### src/hw/ifb_pkg.sv
package ifb_pkg;

  // register bus shape
  localparam int unsigned IFB_AW = 8;
  localparam int unsigned IFB_DW = 16;

  // register offsets on the plain port
  localparam logic [7:0] IFB_OFF_FLAGS2 = 8'h00;
  localparam logic [7:0] IFB_OFF_FLAGS3 = 8'h01;
  localparam logic [7:0] IFB_OFF_FLAGS4 = 8'h02;
  localparam logic [7:0] IFB_OFF_EN0    = 8'h03;
  localparam logic [7:0] IFB_OFF_EN2    = 8'h04;
  localparam logic [7:0] IFB_OFF_EN3    = 8'h05;
  localparam logic [7:0] IFB_OFF_EN4    = 8'h06;
  localparam logic [7:0] IFB_OFF_CLR2   = 8'h07;
  localparam logic [7:0] IFB_OFF_CLR3   = 8'h08;
  localparam logic [7:0] IFB_OFF_CLR4   = 8'h09;

  // value after reset and implemented-bit masks
  localparam logic [15:0] IFB_RST_WORD  = 16'h0000;
  localparam logic [15:0] IFB_IMPL_W2   = 16'h0007;
  localparam logic [15:0] IFB_IMPL_W3   = 16'ha7ff;
  localparam logic [15:0] IFB_IMPL_W4   = 16'h00f7;
  localparam logic [15:0] IFB_IMPL_EN0  = 16'h7fff;

  // flag word 2, low bits
  localparam int IFB_B_CAN1_RX_READY   = 2;
  localparam int IFB_B_SERIAL2_EVENT   = 1;
  localparam int IFB_B_SERIAL2_ERROR   = 0;

  // flag word 3
  localparam int IFB_B_MOTOR_FAULT_A   = 15;
  localparam int IFB_B_DMA_CH5_DONE    = 13;
  localparam int IFB_B_ENCODER_EVENT   = 10;
  localparam int IFB_B_PWM_ERROR       = 9;
  localparam int IFB_B_CAN2_EVENT      = 8;
  localparam int IFB_B_CAN2_RX_READY   = 7;
  localparam int IFB_B_EXT_IRQ4        = 6;
  localparam int IFB_B_EXT_IRQ3        = 5;
  localparam int IFB_B_TIMER_NINE      = 4;
  localparam int IFB_B_TIMER_EIGHT     = 3;
  localparam int IFB_B_I2C2_MASTER     = 2;
  localparam int IFB_B_I2C2_SLAVE      = 1;
  localparam int IFB_B_TIMER_SEVEN     = 0;

  // flag word 4
  localparam int IFB_B_CAN2_TX_REQUEST = 7;
  localparam int IFB_B_CAN1_TX_REQUEST = 6;
  localparam int IFB_B_DMA_CH7_DONE    = 5;
  localparam int IFB_B_DMA_CH6_DONE    = 4;
  localparam int IFB_B_UART2_ERROR     = 2;
  localparam int IFB_B_UART1_ERROR     = 1;
  localparam int IFB_B_MOTOR_FAULT_B   = 0;

  // enable word 0
  localparam int IFB_E_DMA_CH1_DONE    = 14;
  localparam int IFB_E_ADC1_DONE       = 13;
  localparam int IFB_E_UART1_TX        = 12;
  localparam int IFB_E_UART1_RX        = 11;
  localparam int IFB_E_SERIAL1_EVENT   = 10;
  localparam int IFB_E_SERIAL1_ERROR   = 9;
  localparam int IFB_E_TIMER_THREE     = 8;
  localparam int IFB_E_TIMER_TWO       = 7;
  localparam int IFB_E_OUT_COMPARE2    = 6;
  localparam int IFB_E_IN_CAPTURE2     = 5;
  localparam int IFB_E_DMA_CH0_DONE    = 4;
  localparam int IFB_E_TIMER_ONE       = 3;
  localparam int IFB_E_OUT_COMPARE1    = 2;
  localparam int IFB_E_IN_CAPTURE1     = 1;
  localparam int IFB_E_EXT_IRQ0        = 0;

endpackage

### src/hw/ifb_word.sv
`timescale 1ns/100ps
module ifb_word
  import ifb_pkg::*;
#(
  parameter logic [15:0] IMPL = 16'hffff
) (
  input  wire logic        clk,
  input  wire logic        rst_n,
  input  wire logic [15:0] evt,
  input  wire logic [15:0] wdata,
  input  wire logic        wr_flag,
  input  wire logic        clr_flag,
  input  wire logic        wr_en,
  output logic      [15:0] flag,
  output logic      [15:0] en,
  output logic      [15:0] req
);

  typedef struct packed {
    logic [15:0] flag;
    logic [15:0] en;
  } ifb_word_st_t;

  ifb_word_st_t st_q;
  ifb_word_st_t st_d;

  // software write or clear first, then events on top so a set beats a clear
  always_comb begin
    st_d = st_q;
    if (wr_flag) begin
      st_d.flag = wdata;
    end
    if (clr_flag) begin
      st_d.flag = st_q.flag & ~wdata;
    end
    st_d.flag = (st_d.flag | evt) & IMPL;
    if (wr_en) begin
      st_d.en = wdata & IMPL;
    end
  end

  // state register
  always_ff @(posedge clk) begin
    if (!rst_n) begin
      st_q <= {IFB_RST_WORD, IFB_RST_WORD};
    end else begin
      st_q <= st_d;
    end
  end

  // outputs of the word
  assign flag = st_q.flag;
  assign en   = st_q.en;
  assign req  = st_q.flag & st_q.en;

endmodule

### src/hw/ifb_bank.sv
// How it works
// - a flag reads one after its source raised a request, zero otherwise
// - an enable bit of one lets its source request, zero blocks it
// - unimplemented flag and enable bits ignore writes and read zero
// - software may read and write every implemented flag and enable bit
// - all flag and enable bits are zero after reset
// - word 2: bit 2 can1 rx ready, bit 1 serial2 event, bit 0 serial2 error
// - word 3: bit 15 motor fault a, bit 13 dma5 done; 14, 12, 11 absent
// - word 3: bits 10..7 encoder, pwm error, can2 event, can2 rx ready
// - word 3: bits 6..0 ext4, ext3, timer9, timer8, i2c2 master, slave, timer7
// - word 4: bits 15..8 and 3 absent; bits 7, 6 can2, can1 tx request
// - word 4: dma7, dma6 done; uart2, uart1 error; bit 0 motor fault b
// - enable word 0: bit 15 absent; bits 14..8 dma1 down to timer3
// - enable word 0: bits 7..0 timer2 down to external irq 0
// - enable word 0: bit 2 compare1, bit 1 capture1, bit 0 ext irq 0
`timescale 1ns/100ps
module ifb_bank
  import ifb_pkg::*;
(
  // clock, reset and register bus
  input  wire logic        CLK,
  input  wire logic        RST_N,
  input  wire logic [7:0]  ADDR,
  input  wire logic [15:0] WDATA,
  input  wire logic        WR,
  input  wire logic        RD,
  output logic      [15:0] RDATA,
  output logic             IRQ,

  // flag word 0 is kept outside, only its gating lives here
  input  wire logic [15:0] FLAGS_W0,

  // event inputs of flag word 2
  input  wire logic        CAN1_RX_READY_FLAG,
  input  wire logic        SERIAL_PERIPH2_EVENT_FLAG,
  input  wire logic        SERIAL_PERIPH2_ERROR_FLAG,

  // event inputs of flag word 3
  input  wire logic        MOTOR_FAULT_A_FLAG,
  input  wire logic        DMA_CH5_DONE_FLAG,
  input  wire logic        ENCODER_EVENT_FLAG,
  input  wire logic        MOTOR_PWM_ERROR_FLAG,
  input  wire logic        CAN2_EVENT_FLAG,
  input  wire logic        CAN2_RX_READY_FLAG,
  input  wire logic        EXT_IRQ4_FLAG,
  input  wire logic        EXT_IRQ3_FLAG,
  input  wire logic        TIMER_NINE_FLAG,
  input  wire logic        TIMER_EIGHT_FLAG,
  input  wire logic        I2C_SECOND_MASTER_FLAG,
  input  wire logic        I2C_SECOND_SLAVE_FLAG,
  input  wire logic        TIMER_SEVEN_FLAG,

  // event inputs of flag word 4
  input  wire logic        CAN2_TX_REQUEST_FLAG,
  input  wire logic        CAN1_TX_REQUEST_FLAG,
  input  wire logic        DMA_CH7_DONE_FLAG,
  input  wire logic        DMA_CH6_DONE_FLAG,
  input  wire logic        UART_SECOND_ERROR_FLAG,
  input  wire logic        UART_FIRST_ERROR_FLAG,
  input  wire logic        MOTOR_FAULT_B_FLAG,

  // request lines of word 2
  output logic             REQ_CAN1_RX_READY,
  output logic             REQ_SERIAL_PERIPH2_EVENT,
  output logic             REQ_SERIAL_PERIPH2_ERROR,

  // request lines of word 3
  output logic             REQ_MOTOR_FAULT_A,
  output logic             REQ_DMA_CH5_DONE,
  output logic             REQ_ENCODER_EVENT,
  output logic             REQ_MOTOR_PWM_ERROR,
  output logic             REQ_CAN2_EVENT,
  output logic             REQ_CAN2_RX_READY,
  output logic             REQ_EXT_IRQ4,
  output logic             REQ_EXT_IRQ3,
  output logic             REQ_TIMER_NINE,
  output logic             REQ_TIMER_EIGHT,
  output logic             REQ_I2C_SECOND_MASTER,
  output logic             REQ_I2C_SECOND_SLAVE,
  output logic             REQ_TIMER_SEVEN,

  // request lines of word 4
  output logic             REQ_CAN2_TX_REQUEST,
  output logic             REQ_CAN1_TX_REQUEST,
  output logic             REQ_DMA_CH7_DONE,
  output logic             REQ_DMA_CH6_DONE,
  output logic             REQ_UART_SECOND_ERROR,
  output logic             REQ_UART_FIRST_ERROR,
  output logic             REQ_MOTOR_FAULT_B,

  // request lines gated by enable word 0
  output logic             REQ_DMA_CH1_DONE,
  output logic             REQ_ADC_FIRST_DONE,
  output logic             REQ_UART_FIRST_TX,
  output logic             REQ_UART_FIRST_RX,
  output logic             REQ_SERIAL_PERIPH1_EVENT,
  output logic             REQ_SERIAL_PERIPH1_ERROR,
  output logic             REQ_TIMER_THREE,
  output logic             REQ_TIMER_TWO,
  output logic             REQ_OUT_COMPARE2,
  output logic             REQ_IN_CAPTURE2,
  output logic             REQ_DMA_CH0_DONE,
  output logic             REQ_TIMER_ONE,
  output logic             REQ_OUT_COMPARE1,
  output logic             REQ_IN_CAPTURE1,
  output logic             REQ_EXT_IRQ0
);

  typedef struct packed {
    logic [15:0] rdata;
    logic        irq;
    logic [15:0] en0;
    logic [15:0] req0;
    logic [15:0] req2;
    logic [15:0] req3;
    logic [15:0] req4;
  } ifb_bank_st_t;

  ifb_bank_st_t st_q;
  ifb_bank_st_t st_d;

  logic [15:0] evt2;
  logic [15:0] evt3;
  logic [15:0] evt4;
  logic [15:0] flag2;
  logic [15:0] flag3;
  logic [15:0] flag4;
  logic [15:0] en2;
  logic [15:0] en3;
  logic [15:0] en4;
  logic [15:0] req2;
  logic [15:0] req3;
  logic [15:0] req4;
  logic [15:0] rd_word;

  // per-word request summaries
  logic        pend0;
  logic        pend2;
  logic        pend3;
  logic        pend4;

  // decoded write strobes
  logic        wr_flags2;
  logic        wr_flags3;
  logic        wr_flags4;
  logic        wr_en0;
  logic        wr_en2;
  logic        wr_en3;
  logic        wr_en4;
  logic        wr_clr2;
  logic        wr_clr3;
  logic        wr_clr4;

  // event lanes of flag word 2; the upper bits lie outside this bank
  always_comb begin
    evt2                      = 16'h0000;
    evt2[IFB_B_CAN1_RX_READY] = CAN1_RX_READY_FLAG;
    evt2[IFB_B_SERIAL2_EVENT] = SERIAL_PERIPH2_EVENT_FLAG;
    evt2[IFB_B_SERIAL2_ERROR] = SERIAL_PERIPH2_ERROR_FLAG;
  end

  // event lanes of flag word 3; bits 14, 12, 11 stay empty
  always_comb begin
    evt3                       = 16'h0000;
    evt3[IFB_B_MOTOR_FAULT_A]  = MOTOR_FAULT_A_FLAG;
    evt3[IFB_B_DMA_CH5_DONE]   = DMA_CH5_DONE_FLAG;
    evt3[IFB_B_ENCODER_EVENT]  = ENCODER_EVENT_FLAG;
    evt3[IFB_B_PWM_ERROR]      = MOTOR_PWM_ERROR_FLAG;
    evt3[IFB_B_CAN2_EVENT]     = CAN2_EVENT_FLAG;
    evt3[IFB_B_CAN2_RX_READY]  = CAN2_RX_READY_FLAG;
    evt3[IFB_B_EXT_IRQ4]       = EXT_IRQ4_FLAG;
    evt3[IFB_B_EXT_IRQ3]       = EXT_IRQ3_FLAG;
    evt3[IFB_B_TIMER_NINE]     = TIMER_NINE_FLAG;
    evt3[IFB_B_TIMER_EIGHT]    = TIMER_EIGHT_FLAG;
    evt3[IFB_B_I2C2_MASTER]    = I2C_SECOND_MASTER_FLAG;
    evt3[IFB_B_I2C2_SLAVE]     = I2C_SECOND_SLAVE_FLAG;
    evt3[IFB_B_TIMER_SEVEN]    = TIMER_SEVEN_FLAG;
  end

  // event lanes of flag word 4; upper byte and bit 3 stay empty
  always_comb begin
    evt4                        = 16'h0000;
    evt4[IFB_B_CAN2_TX_REQUEST] = CAN2_TX_REQUEST_FLAG;
    evt4[IFB_B_CAN1_TX_REQUEST] = CAN1_TX_REQUEST_FLAG;
    evt4[IFB_B_DMA_CH7_DONE]    = DMA_CH7_DONE_FLAG;
    evt4[IFB_B_DMA_CH6_DONE]    = DMA_CH6_DONE_FLAG;
    evt4[IFB_B_UART2_ERROR]     = UART_SECOND_ERROR_FLAG;
    evt4[IFB_B_UART1_ERROR]     = UART_FIRST_ERROR_FLAG;
    evt4[IFB_B_MOTOR_FAULT_B]   = MOTOR_FAULT_B_FLAG;
  end

  // address decode done once; an unmapped index matches no strobe and is dropped
  always_comb begin
    wr_flags2 = WR && (ADDR == IFB_OFF_FLAGS2);
    wr_flags3 = WR && (ADDR == IFB_OFF_FLAGS3);
    wr_flags4 = WR && (ADDR == IFB_OFF_FLAGS4);
    wr_en0    = WR && (ADDR == IFB_OFF_EN0);
    wr_en2    = WR && (ADDR == IFB_OFF_EN2);
    wr_en3    = WR && (ADDR == IFB_OFF_EN3);
    wr_en4    = WR && (ADDR == IFB_OFF_EN4);
    wr_clr2   = WR && (ADDR == IFB_OFF_CLR2);
    wr_clr3   = WR && (ADDR == IFB_OFF_CLR3);
    wr_clr4   = WR && (ADDR == IFB_OFF_CLR4);
  end

  // one flag/enable pair per word, masks keep absent bits at zero
  ifb_word #(.IMPL(IFB_IMPL_W2)) u_word2 (
    .clk      (CLK),
    .rst_n    (RST_N),
    .evt      (evt2),
    .wdata    (WDATA),
    .wr_flag  (wr_flags2),
    .clr_flag (wr_clr2),
    .wr_en    (wr_en2),
    .flag     (flag2),
    .en       (en2),
    .req      (req2)
  );

  ifb_word #(.IMPL(IFB_IMPL_W3)) u_word3 (
    .clk      (CLK),
    .rst_n    (RST_N),
    .evt      (evt3),
    .wdata    (WDATA),
    .wr_flag  (wr_flags3),
    .clr_flag (wr_clr3),
    .wr_en    (wr_en3),
    .flag     (flag3),
    .en       (en3),
    .req      (req3)
  );

  ifb_word #(.IMPL(IFB_IMPL_W4)) u_word4 (
    .clk      (CLK),
    .rst_n    (RST_N),
    .evt      (evt4),
    .wdata    (WDATA),
    .wr_flag  (wr_flags4),
    .clr_flag (wr_clr4),
    .wr_en    (wr_en4),
    .flag     (flag4),
    .en       (en4),
    .req      (req4)
  );

  // one summary bit per word keeps the interrupt or shallow
  always_comb begin
    pend0 = |st_q.req0;
    pend2 = |st_q.req2;
    pend3 = |st_q.req3;
    pend4 = |st_q.req4;
  end

  // read mux; clear words and unmapped indices read zero
  always_comb begin
    case (ADDR)
      IFB_OFF_FLAGS2: rd_word = flag2;
      IFB_OFF_FLAGS3: rd_word = flag3;
      IFB_OFF_FLAGS4: rd_word = flag4;
      IFB_OFF_EN0:    rd_word = st_q.en0;
      IFB_OFF_EN2:    rd_word = en2;
      IFB_OFF_EN3:    rd_word = en3;
      IFB_OFF_EN4:    rd_word = en4;
      default:        rd_word = 16'h0000;
    endcase
  end

  // enable word 0, request and interrupt registers
  always_comb begin
    st_d = st_q;
    if (wr_en0) begin
      st_d.en0 = WDATA & IFB_IMPL_EN0;
    end
    // the word 0 flags live elsewhere, only their gating is done here
    st_d.req0 = FLAGS_W0 & st_q.en0;
    st_d.req2 = req2;
    st_d.req3 = req3;
    st_d.req4 = req4;
    // two cycles behind the flags, one behind the registered requests, but keeps IRQ glitch free
    st_d.irq  = pend0 | pend2 | pend3 | pend4;
    // read data stand for one cycle only, zero otherwise
    st_d.rdata = 16'h0000;
    if (RD) begin
      st_d.rdata = rd_word;
    end
  end

  // state register
  always_ff @(posedge CLK) begin
    if (!RST_N) begin
      st_q <= '0;
    end else begin
      st_q <= st_d;
    end
  end

  // outputs, all straight from st_q
  assign RDATA = st_q.rdata;
  assign IRQ   = st_q.irq;

  // named request lines of word 2
  assign REQ_CAN1_RX_READY        = st_q.req2[IFB_B_CAN1_RX_READY];
  assign REQ_SERIAL_PERIPH2_EVENT = st_q.req2[IFB_B_SERIAL2_EVENT];
  assign REQ_SERIAL_PERIPH2_ERROR = st_q.req2[IFB_B_SERIAL2_ERROR];

  // named request lines of word 3
  assign REQ_MOTOR_FAULT_A        = st_q.req3[IFB_B_MOTOR_FAULT_A];
  assign REQ_DMA_CH5_DONE         = st_q.req3[IFB_B_DMA_CH5_DONE];
  assign REQ_ENCODER_EVENT        = st_q.req3[IFB_B_ENCODER_EVENT];
  assign REQ_MOTOR_PWM_ERROR      = st_q.req3[IFB_B_PWM_ERROR];
  assign REQ_CAN2_EVENT           = st_q.req3[IFB_B_CAN2_EVENT];
  assign REQ_CAN2_RX_READY        = st_q.req3[IFB_B_CAN2_RX_READY];
  assign REQ_EXT_IRQ4             = st_q.req3[IFB_B_EXT_IRQ4];
  assign REQ_EXT_IRQ3             = st_q.req3[IFB_B_EXT_IRQ3];
  assign REQ_TIMER_NINE           = st_q.req3[IFB_B_TIMER_NINE];
  assign REQ_TIMER_EIGHT          = st_q.req3[IFB_B_TIMER_EIGHT];
  assign REQ_I2C_SECOND_MASTER    = st_q.req3[IFB_B_I2C2_MASTER];
  assign REQ_I2C_SECOND_SLAVE     = st_q.req3[IFB_B_I2C2_SLAVE];
  assign REQ_TIMER_SEVEN          = st_q.req3[IFB_B_TIMER_SEVEN];

  // named request lines of word 4
  assign REQ_CAN2_TX_REQUEST      = st_q.req4[IFB_B_CAN2_TX_REQUEST];
  assign REQ_CAN1_TX_REQUEST      = st_q.req4[IFB_B_CAN1_TX_REQUEST];
  assign REQ_DMA_CH7_DONE         = st_q.req4[IFB_B_DMA_CH7_DONE];
  assign REQ_DMA_CH6_DONE         = st_q.req4[IFB_B_DMA_CH6_DONE];
  assign REQ_UART_SECOND_ERROR    = st_q.req4[IFB_B_UART2_ERROR];
  assign REQ_UART_FIRST_ERROR     = st_q.req4[IFB_B_UART1_ERROR];
  assign REQ_MOTOR_FAULT_B        = st_q.req4[IFB_B_MOTOR_FAULT_B];

  // named request lines gated by enable word 0
  assign REQ_DMA_CH1_DONE         = st_q.req0[IFB_E_DMA_CH1_DONE];
  assign REQ_ADC_FIRST_DONE       = st_q.req0[IFB_E_ADC1_DONE];
  assign REQ_UART_FIRST_TX        = st_q.req0[IFB_E_UART1_TX];
  assign REQ_UART_FIRST_RX        = st_q.req0[IFB_E_UART1_RX];
  assign REQ_SERIAL_PERIPH1_EVENT = st_q.req0[IFB_E_SERIAL1_EVENT];
  assign REQ_SERIAL_PERIPH1_ERROR = st_q.req0[IFB_E_SERIAL1_ERROR];
  assign REQ_TIMER_THREE          = st_q.req0[IFB_E_TIMER_THREE];
  assign REQ_TIMER_TWO            = st_q.req0[IFB_E_TIMER_TWO];
  assign REQ_OUT_COMPARE2         = st_q.req0[IFB_E_OUT_COMPARE2];
  assign REQ_IN_CAPTURE2          = st_q.req0[IFB_E_IN_CAPTURE2];
  assign REQ_DMA_CH0_DONE         = st_q.req0[IFB_E_DMA_CH0_DONE];
  assign REQ_TIMER_ONE            = st_q.req0[IFB_E_TIMER_ONE];
  assign REQ_OUT_COMPARE1         = st_q.req0[IFB_E_OUT_COMPARE1];
  assign REQ_IN_CAPTURE1          = st_q.req0[IFB_E_IN_CAPTURE1];
  assign REQ_EXT_IRQ0             = st_q.req0[IFB_E_EXT_IRQ0];

endmodule

### config.mk
export PLATFORM = sky130hd
export DESIGN_NAME = ifb_bank
export DESIGN_NICKNAME = d
export VERILOG_FILES = /design/src/hw/ifb_pkg.sv /design/src/hw/ifb_word.sv /design/src/hw/ifb_bank.sv
export SDC_FILE = /design/constraint.sdc
export NUM_CORES = 1
export LEC_CHECK = 0
export ABC_AREA = 0
export BUFFER_PORTS_ARGS = -buffer_cell sky130_fd_sc_hd__clkbuf_2
export CAP_MARGIN = 10
export CORE_MARGIN = 8
export CORE_UTILIZATION = 53
export DETAILED_ROUTE_END_ITERATION = 8
export PLACE_DENSITY = 0.8
export SLEW_MARGIN = 10
export SYNTH_ARGS = -nofsm -noshare
export SYNTH_HDL_FRONTEND = slang
export SYNTH_SLANG_ARGS = --single-unit
### constraint.sdc
create_clock -name CLK -period 2.3 [get_ports CLK]
set_input_delay 0 -clock CLK [delete_from_list [all_inputs] [get_ports CLK]]
set_output_delay 0 -clock CLK [all_outputs]
set_load 0.01 [all_outputs]
==> impl_metrics.toml <==
[clock_network]
cts_tree = "built"
ctsHoldBuffers = 74
htree_levels = 4
cts_resized = 0
clockRootBuffer = "clkbuf_8"
post_cts_buffers = 0
insertion_delay_ps = 520
clock-sinks = 116
numCtsBuffers = 17
clkTransAtPathRegs_ps = 60
cts.path.max_buffers = 2

[routing]
drc = 0
num_vias = 4814
routed_wl_mm = 15.4
drtAntennaViolNets = 0
avgViaCountPerCell = 5.78
wl_per_cell_um = 18.5
drt-initial-drc-count = 415
drtPass1Iterations = 5

[place]
placed_area_sq_mm = 0.00535
gp_congestion = 0.868
port_buffers = 120
preCtsSetupSlack_ps = 332
hpwl_mm = 10.2

[power_and_ir_drop]
total_leakage_power_nw = 2.87
p_per_area_mw_per_mm2 = 715
irDropWorstVdd_v = 0.000522
total_power_mw = 4.73

[die]
die-area_sq_mm = 0.0123
die_w_um = 111
rows = 34
io_pins = 122
coreArea_sq_mm = 0.00872
die_h_um = 111
start_util_pct = 54.9

[setup_path]
path_class = "primary input to flop"
cp_data_arrival_time_ps = 2540
cp-end-kind = "flop"
critPathRequiredTime_ps = 2710
path_max_fanout = 13
cp-start-kind = "primary input"

[synthesis]
synth_area_per_cell_sq_um = 8.85
async_flop_share_pct = 0
synth.yosys.seq_area_share_pct = 48.5
synth_common_cells = "dfxtp_1, nand2_1, nor3_1"
synth_edf_count = 0
ys_seq_elements = 116
netlist_area_sq_mm = 0.00479
syn_nets = 608
netlist.area_leader.share_pct = 48.5
syn_inst = 541
ys_types = 44
ys.flop_type = "dfxtp_1"
synth_area_leader_cell = "dfxtp_1"
synth_area_leaders = "dfxtp_1, and3_1, nor3_1"
synth.most_common_cell = "dfxtp_1"
yosysWarnings = 0

[global_route]
grt_max_degree = 124
grt_pass1_vias = 4727
antenna_found_initial = 0
grt.total_usage_pct = 24.4
grt_pass1_wl_mm = 24.5
overflow = 0

[sta]
period_needed_ps = 2130
setup_tns_ps = 0
whs_ps = 52.4
finalCritPeriodShare_pct = 92.6
setup_viol = 0
final_hold_viol_count = 0
drv_slew = 0
fin_skew_ps = 5.97
tightest_slew_ps = 550
slew_headroom_pct = 63.2
finalWorstSetupSlack_ps = 171
fmax_ghz = 0.470
rsz0062_at_grt = "no"

[finish]
drive_gt1_share_pct = 23.9
finish.instance_area_sq_mm = 0.00661
antenna-diode-count = 0
synthToLayoutAreaGrowth_pct = 38.1
finalNetCount = 779

[worst_hold_path]
hp-class = "primary input to flop"

[flow_run]
maxCapViolCount = 0

[status]
outcome = "finished clean"
-- registers in the layout (all words and copies together), names as in the netlist, 3 cells and up --
register and count:
st_q 15, u_word3.flag 13, u_word2.flag 3, u_word4.flag 7, u_word3.en 13, RDATA 16
u_word2.en 3, u_word4.en 7
-- layer usage --
| layer | up-vias | global-route usage (%) | wire length, um |
|---|---|---|---|
| met3 | 36 | 7.20 | 1340 |
| met2 | 245 | 38.8 | 7290 |
| li1 | 2285 | - | - |
| met5 | - | 0 | 0 |
| met1 | 2248 | 30.2 | 6320 |
| met4 | 0 | 10.1 | 424 |
-- cell type report --
type / instances / area, sq um
timing repair buffer: 205 / 1440
multi-input combinational: 367 / 2180
clock buffer: 19 / 432
tap: 108 / 135
fill: 598 / 2110
sequential: 116 / 2320
clock inverter: 13 / 86.3
inverter: 5 / 18.8
-- logic make-up (layout without fill, tap and decap cells) --
family                 Yosys count  in the layout  share of synthesized area, %
AO/OA/AOI/OAI                   98             98                          14.3
multiplexers                    16             16                          3.56
AND/OR/NAND/NOR                253            253                          27.7
flip-flops                     116            116                          48.5
buffers and inverters           58            242                          5.91
-- path summary, 6_finish.rpt --
check                                        from         endpoint  slack (ps)  cells past startpoint
worst max register to register  REQ_MOTOR_FAULT_A              IRQ         840                      3
worst max-delay path                      ADDR[1]  u_word3.flag[5]         170                      7
worst min register to register      u_word3.en[3]    u_word3.en[3]         460                      2
worst min-delay path                      ADDR[3]  u_word3.flag[1]          50                      4
-- critical path: stages --
cell and delay, ps:
dlygate4sd3_1 540, clkbuf_2 160, nand3b_1 250, or4_1 710, nor3_1 230, dlygate4sd3_1 590
nor3_1 50
-- metrics by stage --
stage / utilization (%) / instances
final: 75.8 / 833
after global routing: 75.8 / 833
after CTS: 75.8 / 833
after detailed placement: 61.4 / 727
after global placement: 61.4 / 727
after floorplan: - / 541
-- cell usage in the layout (no fill, tap or decap), types with 5 or more instances in the layout --
master         synthesis  routed
and3_1                39      39
nor2b_1                5       5
nand3_1               25      25
nand2b_1              16      16
o21ai_0               36      36
nand2_1               60      60
nor4_1                11      11
a21boi_0               9       9
nor2_1                23      23
clkinvlp_4             0       7
a22oi_1               11      11
mux2i_1                8       8
o311a_1                6       6
clkinv_2               0       5
clkbuf_16              0      16
o31a_1                 7       7
and2_1                 6       6
dfxtp_1              116     116
mux2_2                 8       8
buf_4                 16      10
nor3_1                46      46
dlygate4sd3_1          0      74
nand4_1                6       6
clkbuf_2               0     119
-- power by group --
part           switching [mW]  internal (mW)
logic                   0.186          0.198
clock network           0.933           1.34
registers              0.0339           2.04
total                    1.15           3.58
(Power assumes the default switching activity.)
